**src/logic/pvms_pkg.sv**
```systemverilog
// shared constants and carriers for the vendor mode/status register bank
package pvms_pkg;
    // register indices on the management port
    localparam logic [4:0] PVMS_IDX_MODE_CTRL = 5'h11;
    localparam logic [4:0] PVMS_IDX_SPECIAL = 5'h12;
    localparam logic [4:0] PVMS_IDX_SYMERR = 5'h1a;
    localparam logic [4:0] PVMS_IDX_XOVER = 5'h1b;

    // mode_control_state fields
    localparam int PVMS_EDPD_BIT = 13;
    localparam int PVMS_FARLB_BIT = 9;
    localparam int PVMS_ALTIRQ_BIT = 6;
    localparam int PVMS_ENERGY_BIT = 1;
    localparam int PVMS_MCS_RSV_BIT = 0;
    // special_operating_modes fields
    localparam int PVMS_SPM_RSV_BIT = 14;
    localparam int PVMS_MODE_LSB = 5;
    localparam int PVMS_ADDR_LSB = 0;
    // crossover_polarity_ctrl fields
    localparam int PVMS_XDIS_BIT = 15;
    localparam int PVMS_PAIR_BIT = 13;
    localparam int PVMS_SQE_BIT = 11;
    localparam int PVMS_POL_BIT = 4;

    // reset values
    localparam logic PVMS_RST_EDPD = 1'h0;
    localparam logic PVMS_RST_FARLB = 1'h0;
    localparam logic PVMS_RST_ALTIRQ = 1'h0;
    localparam logic PVMS_RST_ENERGY = 1'h1;
    localparam logic PVMS_RST_MCS_RSV = 1'h0;
    localparam logic PVMS_RST_SPM_RSV = 1'h1;
    localparam logic [2:0] PVMS_RST_MODE = 3'h0;
    localparam logic [4:0] PVMS_RST_ADDR = 5'h00;
    localparam logic PVMS_RST_XDIS = 1'h0;
    localparam logic PVMS_RST_PAIR = 1'h0;
    localparam logic PVMS_RST_SQE = 1'h0;
    localparam logic [15:0] PVMS_RST_SYMERR = 16'h0000;

    // timing
    localparam int PVMS_CLK_HZ = 20_000_000;
    localparam int PVMS_ENERGY_TIMEOUT_MS = 256;
    localparam int PVMS_ENERGY_TIMEOUT_CYC = PVMS_ENERGY_TIMEOUT_MS * (PVMS_CLK_HZ / 1000);
    localparam logic [1:0] PVMS_STRAP_SETTLE = 2'h2;

    typedef struct packed {
        logic wr;
        logic rd;
        logic [4:0] idx;
        logic [15:0] wdata;
    } pvms_reg_req_t;

    typedef struct packed {
        logic link_100;
        logic in_packet;
        logic symbol_invalid;
        logic polarity_rev;
        logic auto_swap;
    } pvms_line_stat_t;
endpackage : pvms_pkg

```
**src/logic/pvms_energy_timer.sv**
```systemverilog
// line energy presence flag with silence timeout
`timescale 1ns/1ps
`default_nettype none
module pvms_energy_timer
    import pvms_pkg::*;
#(
    parameter int TIMEOUT_CYCLES = PVMS_ENERGY_TIMEOUT_CYC
)
(
    input wire logic clk,
    input wire logic rst_n,
    input wire logic energy_raw,
    output logic present
);
    initial
    begin
        if (TIMEOUT_CYCLES < 1)
            $error("energy timeout must be at least one cycle");
    end

    logic energy_meta;
    logic energy_seen;
    logic [31:0] quiet_cnt;

    always_ff @(posedge clk or negedge rst_n)
    begin
        if (!rst_n)
        begin
            energy_meta <= 1'h0;
            energy_seen <= 1'h0;
        end
        else
        begin
            energy_meta <= energy_raw;
            energy_seen <= energy_meta;
        end
    end

    // only a hardware reset touches this flag
    always_ff @(posedge clk or negedge rst_n)
    begin
        if (!rst_n)
        begin
            quiet_cnt <= 32'h0;
            present <= PVMS_RST_ENERGY;
        end
        else if (energy_seen)
        begin
            quiet_cnt <= 32'h0;
            present <= 1'h1;
        end
        else if (quiet_cnt == 32'(TIMEOUT_CYCLES - 1))
            present <= 1'h0;
        else
            quiet_cnt <= quiet_cnt + 32'h1;
    end
endmodule : pvms_energy_timer
`default_nettype wire

```
**src/logic/pvms_symerr_counter.sv**
```systemverilog
// invalid symbol counter, once per packet, wrapping
`timescale 1ns/1ps
`default_nettype none
module pvms_symerr_counter
    import pvms_pkg::*;
(
    input wire logic clk,
    input wire logic rst_n,
    input wire logic clear,
    input wire logic link_100,
    input wire logic in_packet,
    input wire logic symbol_invalid,
    output logic [15:0] count
);
    logic counted;
    logic bump;

    // idle symbols count each time, a packet only once
    assign bump = symbol_invalid && link_100 && !(in_packet && counted);

    always_ff @(posedge clk or negedge rst_n)
    begin
        if (!rst_n)
            counted <= 1'h0;
        else if (clear || !in_packet)
            counted <= 1'h0;
        else if (bump)
            counted <= 1'h1;
    end

    always_ff @(posedge clk or negedge rst_n)
    begin
        if (!rst_n)
            count <= PVMS_RST_SYMERR;
        else if (clear)
            count <= PVMS_RST_SYMERR;
        else if (bump)
            count <= 16'(count + 16'h1);
    end
endmodule : pvms_symerr_counter
`default_nettype wire

```
**src/logic/pvms_regs.sv**
```systemverilog
// vendor mode, address, symbol error and crossover registers
// Behaviour
// - mode bit 13 enables energy-detect power-down; resets to zero.
// - mode bit 9 loops received data back to line, 100 Mb/s only.
// - far loopback keeps working while isolate is set.
// - mode bit 6 selects alternate interrupt scheme; zero is primary.
// - energy flag bit 1 drops after 256 ms without line energy.
// - hardware reset sets energy flag; software reset leaves it alone.
// - special bits 7:5 hold the writable transceiver mode.
// - mode field resets from the three mode straps.
// - special bits 4:0 hold address for frame match and scrambler seed.
// - address field resets from the lowest address strap.
// - 16-bit counter counts invalid symbols at 100 Mb/s, idle included.
// - counter advances at most once per received packet.
// - counter wraps to zero past its maximum.
// - counter clears on reset; reading leaves it unchanged.
// - counter holds still in 10 Mb/s mode.
// - crossover bit 15 zero is automatic; one uses manual bit 13.
// - manual bit 13 zero is straight pairs, one swaps pairs.
// - crossover bit 11 set disables the heartbeat test.
// - crossover bit 4 reports reversed 10 Mb/s receive polarity.
`timescale 1ns/1ps
`default_nettype none
module pvms_regs
    import pvms_pkg::*;
#(
    parameter int ENERGY_TIMEOUT_CYCLES = PVMS_ENERGY_TIMEOUT_CYC
)
(
    input wire logic clk,
    input wire logic rst_n,
    input wire logic soft_reset,
    input wire pvms_reg_req_t req,
    input wire pvms_line_stat_t line_stat,
    input wire logic energy_raw,
    input wire logic [2:0] mode_strap,
    input wire logic addr_strap0,
    input wire logic isolate,
    input wire logic [4:0] frame_addr,
    output logic [15:0] rd_data,
    output logic rd_valid,
    output logic energy_detect_powerdown_en,
    output logic line_side_loopback_en,
    output logic loopback_active,
    output logic alternate_irq_select,
    output logic line_energy_present,
    output logic [2:0] transceiver_mode,
    output logic [4:0] management_station_address,
    output logic [4:0] scrambler_seed,
    output logic frame_addr_match,
    output logic auto_crossover_disable,
    output logic manual_pair_swap,
    output logic pair_swap,
    output logic heartbeat_test_disable,
    output logic receive_polarity_reversed
);
    initial
    begin
        if (ENERGY_TIMEOUT_CYCLES < 1)
            $error("energy timeout must be at least one cycle");
    end

    function automatic logic write_to(input pvms_reg_req_t r, input logic [4:0] idx);
        write_to = r.wr && (r.idx == idx);
    endfunction : write_to

    logic mcs_rsv;
    logic spm_rsv;
    logic energy_flag;
    logic [15:0] symerr_count;
    logic [2:0] mode_meta;
    logic [2:0] mode_sync;
    logic addr_meta;
    logic addr_sync;
    logic [1:0] strap_cnt;
    logic strap_done;
    logic strap_take;
    logic [15:0] next_rd_data;
    logic first_cycle;

    // energy presence and symbol errors
    pvms_energy_timer #(
        .TIMEOUT_CYCLES(ENERGY_TIMEOUT_CYCLES)
    ) u_energy (
        .clk(clk),
        .rst_n(rst_n),
        .energy_raw(energy_raw),
        .present(energy_flag)
    );

    pvms_symerr_counter u_symerr (
        .clk(clk),
        .rst_n(rst_n),
        .clear(soft_reset),
        .link_100(line_stat.link_100),
        .in_packet(line_stat.in_packet),
        .symbol_invalid(line_stat.symbol_invalid),
        .count(symerr_count)
    );

    // strap pins cross into the clock domain first
    always_ff @(posedge clk or negedge rst_n)
    begin
        if (!rst_n)
        begin
            mode_meta <= 3'h0;
            mode_sync <= 3'h0;
            addr_meta <= 1'h0;
            addr_sync <= 1'h0;
        end
        else
        begin
            mode_meta <= mode_strap;
            mode_sync <= mode_meta;
            addr_meta <= addr_strap0;
            addr_sync <= addr_meta;
        end
    end

    // straps are caught once, after the synchroniser has filled
    always_ff @(posedge clk or negedge rst_n)
    begin
        if (!rst_n)
        begin
            strap_cnt <= 2'h0;
            strap_done <= 1'h0;
        end
        else if (!strap_done)
        begin
            strap_cnt <= 2'(strap_cnt + 2'h1);
            strap_done <= (strap_cnt == PVMS_STRAP_SETTLE);
        end
    end

    assign strap_take = !strap_done && (strap_cnt == PVMS_STRAP_SETTLE);

    // mode_control_state: soft reset returns these to defaults
    always_ff @(posedge clk or negedge rst_n)
    begin
        if (!rst_n)
        begin
            energy_detect_powerdown_en <= PVMS_RST_EDPD;
            line_side_loopback_en <= PVMS_RST_FARLB;
            alternate_irq_select <= PVMS_RST_ALTIRQ;
            mcs_rsv <= PVMS_RST_MCS_RSV;
        end
        else if (soft_reset)
        begin
            energy_detect_powerdown_en <= PVMS_RST_EDPD;
            line_side_loopback_en <= PVMS_RST_FARLB;
            alternate_irq_select <= PVMS_RST_ALTIRQ;
            mcs_rsv <= PVMS_RST_MCS_RSV;
        end
        else if (write_to(req, PVMS_IDX_MODE_CTRL))
        begin
            energy_detect_powerdown_en <= req.wdata[PVMS_EDPD_BIT];
            line_side_loopback_en <= req.wdata[PVMS_FARLB_BIT];
            alternate_irq_select <= req.wdata[PVMS_ALTIRQ_BIT];
            mcs_rsv <= req.wdata[PVMS_MCS_RSV_BIT];
        end
    end

    // energy flag mirrors the timer; soft reset has no path here
    always_ff @(posedge clk or negedge rst_n)
    begin
        if (!rst_n)
            line_energy_present <= PVMS_RST_ENERGY;
        else
            line_energy_present <= energy_flag;
    end

    // loopback in 100 Mb/s only; isolate deliberately not consulted
    always_ff @(posedge clk or negedge rst_n)
    begin
        if (!rst_n)
            loopback_active <= 1'h0;
        else
            loopback_active <= line_side_loopback_en && line_stat.link_100;
    end

    // special_operating_modes: kept over soft reset
    always_ff @(posedge clk or negedge rst_n)
    begin
        if (!rst_n)
        begin
            spm_rsv <= PVMS_RST_SPM_RSV;
            transceiver_mode <= PVMS_RST_MODE;
            management_station_address <= PVMS_RST_ADDR;
        end
        else if (strap_take)
        begin
            transceiver_mode <= mode_sync;
            management_station_address <= {4'h0, addr_sync};
        end
        else if (write_to(req, PVMS_IDX_SPECIAL))
        begin
            spm_rsv <= req.wdata[PVMS_SPM_RSV_BIT];
            transceiver_mode <= req.wdata[PVMS_MODE_LSB +: 3];
            management_station_address <= req.wdata[PVMS_ADDR_LSB +: 5];
        end
    end

    // address uses: frame compare and scrambler key seed
    always_ff @(posedge clk or negedge rst_n)
    begin
        if (!rst_n)
        begin
            frame_addr_match <= 1'h0;
            scrambler_seed <= PVMS_RST_ADDR;
        end
        else
        begin
            frame_addr_match <= (frame_addr == management_station_address);
            scrambler_seed <= management_station_address;
        end
    end

    // crossover_polarity_ctrl writable fields
    always_ff @(posedge clk or negedge rst_n)
    begin
        if (!rst_n)
        begin
            auto_crossover_disable <= PVMS_RST_XDIS;
            manual_pair_swap <= PVMS_RST_PAIR;
            heartbeat_test_disable <= PVMS_RST_SQE;
        end
        else if (soft_reset)
        begin
            auto_crossover_disable <= PVMS_RST_XDIS;
            manual_pair_swap <= PVMS_RST_PAIR;
        end
        else if (write_to(req, PVMS_IDX_XOVER))
        begin
            auto_crossover_disable <= req.wdata[PVMS_XDIS_BIT];
            manual_pair_swap <= req.wdata[PVMS_PAIR_BIT];
            heartbeat_test_disable <= req.wdata[PVMS_SQE_BIT];
        end
    end

    // pair assignment and polarity status
    always_ff @(posedge clk or negedge rst_n)
    begin
        if (!rst_n)
        begin
            pair_swap <= 1'h0;
            receive_polarity_reversed <= 1'h0;
        end
        else
        begin
            pair_swap <= auto_crossover_disable ? manual_pair_swap
                                                : line_stat.auto_swap;
            receive_polarity_reversed <= line_stat.polarity_rev;
        end
    end

    // read word assembly; unlisted bits stay zero
    always_comb
    begin
        next_rd_data = 16'h0000;
        case (req.idx)
            PVMS_IDX_MODE_CTRL:
            begin
                next_rd_data[PVMS_EDPD_BIT] = energy_detect_powerdown_en;
                next_rd_data[PVMS_FARLB_BIT] = line_side_loopback_en;
                next_rd_data[PVMS_ALTIRQ_BIT] = alternate_irq_select;
                next_rd_data[PVMS_ENERGY_BIT] = line_energy_present;
                next_rd_data[PVMS_MCS_RSV_BIT] = mcs_rsv;
            end
            PVMS_IDX_SPECIAL:
            begin
                next_rd_data[PVMS_SPM_RSV_BIT] = spm_rsv;
                next_rd_data[PVMS_MODE_LSB +: 3] = transceiver_mode;
                next_rd_data[PVMS_ADDR_LSB +: 5] = management_station_address;
            end
            PVMS_IDX_SYMERR:
                next_rd_data = symerr_count;
            PVMS_IDX_XOVER:
            begin
                next_rd_data[PVMS_XDIS_BIT] = auto_crossover_disable;
                next_rd_data[PVMS_PAIR_BIT] = manual_pair_swap;
                next_rd_data[PVMS_SQE_BIT] = heartbeat_test_disable;
                next_rd_data[PVMS_POL_BIT] = receive_polarity_reversed;
            end
            default:
                next_rd_data = 16'h0000;
        endcase
    end

    always_ff @(posedge clk or negedge rst_n)
    begin
        if (!rst_n)
        begin
            rd_data <= 16'h0000;
            rd_valid <= 1'h0;
        end
        else
        begin
            rd_valid <= req.rd;
            if (req.rd)
                rd_data <= next_rd_data;
        end
    end

    always_ff @(posedge clk or negedge rst_n)
    begin
        if (!rst_n)
            first_cycle <= 1'h1;
        else
            first_cycle <= 1'h0;
    end
endmodule : pvms_regs
`default_nettype wire

```
**config.mk**
```make
export PLATFORM = sky130hd
export DESIGN_NAME = pvms_regs
export DESIGN_NICKNAME = d
export VERILOG_FILES = /design/src/logic/pvms_pkg.sv /design/src/logic/pvms_energy_timer.sv /design/src/logic/pvms_symerr_counter.sv /design/src/logic/pvms_regs.sv
export SDC_FILE = /design/constraint.sdc
export NUM_CORES = 1
export LEC_CHECK = 0
export ABC_AREA = 1
export BUFFER_PORTS_ARGS = -buffer_cell sky130_fd_sc_hd__buf_2
export CORE_MARGIN = 2
export CORE_UTILIZATION = 51
export CTS_CLUSTER_DIAMETER = 50
export DETAILED_ROUTE_END_ITERATION = 16
export GPL_TIMING_DRIVEN = 1
export PLACE_DENSITY = 0.76
export SKIP_LAST_GASP = 1
export SYNTH_ARGS = -nofsm -noshare
export SYNTH_HDL_FRONTEND = slang
export SYNTH_SLANG_ARGS = --single-unit
```
**constraint.sdc**
```tcl
create_clock -name clk -period 2.15 [get_ports clk]
set_clock_uncertainty 0.1 [all_clocks]
set_input_delay 0 -clock clk [delete_from_list [all_inputs] [get_ports clk]]
set_output_delay 0 -clock clk [all_outputs]
set_load 0.02 [all_outputs]
```
==> key figures <==
Outcome
  • Status: complete, no violations

Placed design
  • Buffers on Ports: 78
  • Detailed placement HPWL: 9.558 mm
  • RD Place Congestion: 0.9000
  • DP Worst Slack: 0.2303 ns

GRT
  • Largest net degree at the start of global routing: 47
  • Remaining Overflow, GRT: 0
  • Initial antenna violation count: 0
  • Number of global-route vias before repair: between 5,000 and 6,000
  • All-layer global routing usage: between 20% and 30%
  • First-pass GRT wire length: around 24 mm

Power
  • Sw Share: 28.73%
  • NetSw: around 1100 uW
  • Internal: roughly 2800 uW
  • Power Dens Cells: 587.4 nW/um2
  • Design Power: 3878 uW
  • P_leak: 0.003233 uW
  • Sequential power share: between 50% and 60%
  • Combinational fraction of design power: about an eighth
  • Worst VDD drop: between 0.0003 and 0.0004 V
  • Clock group share of total power: 30.9%

STA
  • Final hold violation count: 0
  • Fin worst setup slack: about 0.015 ns
  • Final min period: 2.135 ns
  • Minimum hold slack: between 0.02 and 0.025 ns
  • Worst slew pin tran: 0.5186 ns
  • Slew Limit Fails: 0
  • RSZ-0062 raised after global routing: yes
  • Slew margin rel.: between 60% and 70%
  • Fmax achieved: about 0.47 GHz
  • Period utilisation layout: around 100%
  • Setup violations, final: 0

Die
  • Die width: approximately 110 um
  • Die ar.: roughly 11,000 um2
  • Core area: just over 10,000 um2
  • Die height: 105.9 um
  • Starting density of the core: between 50 and 60%
  • I/O Pins: between 80 and 90
  • # rows: 37

Finish
  • Final net count: around 880
  • Number of inserted diodes: 0
  • Most frequent cells in the layout: 248 x nand2_1, 110 x nor2_1, 103 x dfrtp_1
  • Share of layout cells above drive strength 1: 17.68%
  • Filler cells: between 800 and 900
  • Commonest non-fill, non-tap cell in the layout: nand2_1
  • Syn-to-layout area delta: 24.63%

Worst setup path
  • CP startpoint kind: flop
  • Setup CP Type: reg2reg
  • R2R Path Start: line_side_loopback_en
  • Crit end category: flop
  • CP startpoint: line_side_loopback_en
  • Worst path arrival time: approximately 2.4 ns
  • Critical Path RT: approximately 2.4 ns
  • CP Max Fanout: 4
  • R2r worst-path depth: 4

Clocking
  • CTS buffer count: 9
  • Clock Tree Root: clkbuf_8
  • Longest Clk Path Bufs: 2
  • Sink Count: ~110
  • Clk pin slew, worst setup/hold paths: approximately 0.1 ns
  • H-tree depth: 3
  • CTS tree: built
  • Clk_lat worst skew: about 0.39 ns

Run
  • Max-cap violation count: 0

Detailed routing
  • TritonRoute pass-1 iters: 5
  • Vias: just over 5,000
  • Final WL: roughly 14 mm
  • ANT nets after route: 0
  • Drt wl/cell: around 14 um
  • # DRC: 0
  • Initial DRC count: about 370
  • Mean number of vias per cell: 5.201

Logic synthesis
  • Top-area cell type share of the netlist area: around half
  • #FFs+latches synth: approximately 110
  • Cells taking the most area after synthesis: dfrtp_1 49%, nand2_1 18%, nor2_1 7.8%
  • Sequential share of the synthesized area: between 50% and 60%
  • Post-Synthesis Cells: between 600 and 700
  • Mapped Area: around 5300 um2
  • Netlist cell types: 33
  • Syn. warnings: 0
  • Mean Syn Cell Area: 7.655 um2
  • Syn nets: roughly 740
  • Synth area leader: dfrtp_1

Hold path
  • HP Class: in2async
==> worst max-delay path, stage by stage, from the launching register on <==
cell           delay, ns
dfrtp_1             0.48
nand4_1             0.13
dlygate4sd3_1       0.58
a31oi_1             0.19
dlygate4sd3_1       0.59
==> metrics by stage <==
stage                     TNS, ns  utilization, %  std cells  instance area [um2]
after global routing      -0.1133           64.83        973                 6603
after global placement          0           57.40        901                 5846
after floorplan                 0               -        692                 5298
after detailed placement        0           57.40        901                 5846
final                           0           64.83        973                 6603
after CTS                       0           64.52        971                 6571
==> state kept, by name, summed over array words and instances (netlist names), 2 cells and up <==
name / flops
strap_cnt: 2
u_energy.quiet_cnt: 32
mode_sync: 3
rd_data: 16
mode_meta: 3
management_station_address: 5
scrambler_seed: 5
u_symerr.count: 16
transceiver_mode: 3
==> cell usage after synthesis (all sizes together) <==
| cell | n |
|---|---|
| nor3b | 2 |
| o41ai | 1 |
| nand4 | 11 |
| o21ai | 14 |
| dfstp | 3 |
| mux2 | 1 |
| clkinv | 1 |
| nand3b | 1 |
| clkbuf | 4 |
| a21oi | 23 |
| dfrtp | 103 |
| o21bai | 1 |
| or2 | 11 |
| buf | 7 |
| ha | 3 |
| nor2 | 120 |
| nand2 | 253 |
| a31oi | 1 |
| nand3 | 63 |
| o22ai | 1 |
| xnor2 | 6 |
| nor3 | 9 |
| inv | 53 |
==> final cells by class <==
class                      instances  area [um2]  share of cell area, %
sequential                       106        2656                  40.23
tap                              136       170.2                  2.577
multi-input combinational        521        2377                  36.01
clock buffer                      11       141.4                  2.141
clock inverter                     5       43.79                 0.6633
timing repair buffer             140        1011                  15.31
inverter                          54       202.7                  3.070
==> power by group through the flow <==
stage	Sequential (uW)	Clock (uW)	Combinational [uW]
2_1_floorplan	2280	0	150
3_3_place_gp	2200	0	421
3_5_place_dp	2210	0	430
4_1_cts	2170	1230	492
5_1_grt	2180	1300	559
6_report	2170	1200	514
==> path summary, 6_finish.rpt <==
| path | to | slack (ns) |
|---|---|---|
| min in group clk | u_symerr.count[15] | 0.03 |
| min reg2reg | u_energy.energy_seen | 0.26 |
| min | u_symerr.count[8] | 0.02 |
| max | rd_data[9] | 0.01 |
| max in group asynchronous | u_energy.quiet_cnt[30] | 1.20 |
| max reg2reg | rd_data[9] | 0.01 |
==> logic make-up after synthesis <==
kind of cell / count (synthesis) / share of synthesized area [%]
multiplexers: 1 / 0.2125
AO/OA/AOI/OAI: 41 / 4.039
XOR/XNOR: 6 / 0.9920
flip-flops: 106 / 50.14
buffers and inverters: 65 / 5.196
AND/OR/NAND/NOR: 470 / 38.71
adder cells (fa/ha/maj): 3 / 0.7086
==> metal layers <==
layer  track usage [%]  share of wire, %  vias up  wire [um]
met5                 0                 0        -          0
met4             11.65               3.1        0        432
met3             3.188               5.3       35        735
met2             46.59                50      187       6987
met1             32.71                41     2373       5686
li1                  -                 -     2466          -
==> timing repair <==
action / CTS / global route
resized for setup: 0 / 4
endpoints found under the setup margin: 0 / 6
hold buffers: 54 / 0
endpoints found under the hold margin: 152 / 0
buffers inserted: 0 / 2
No activity file was read; power rests on OpenSTA's default activity.
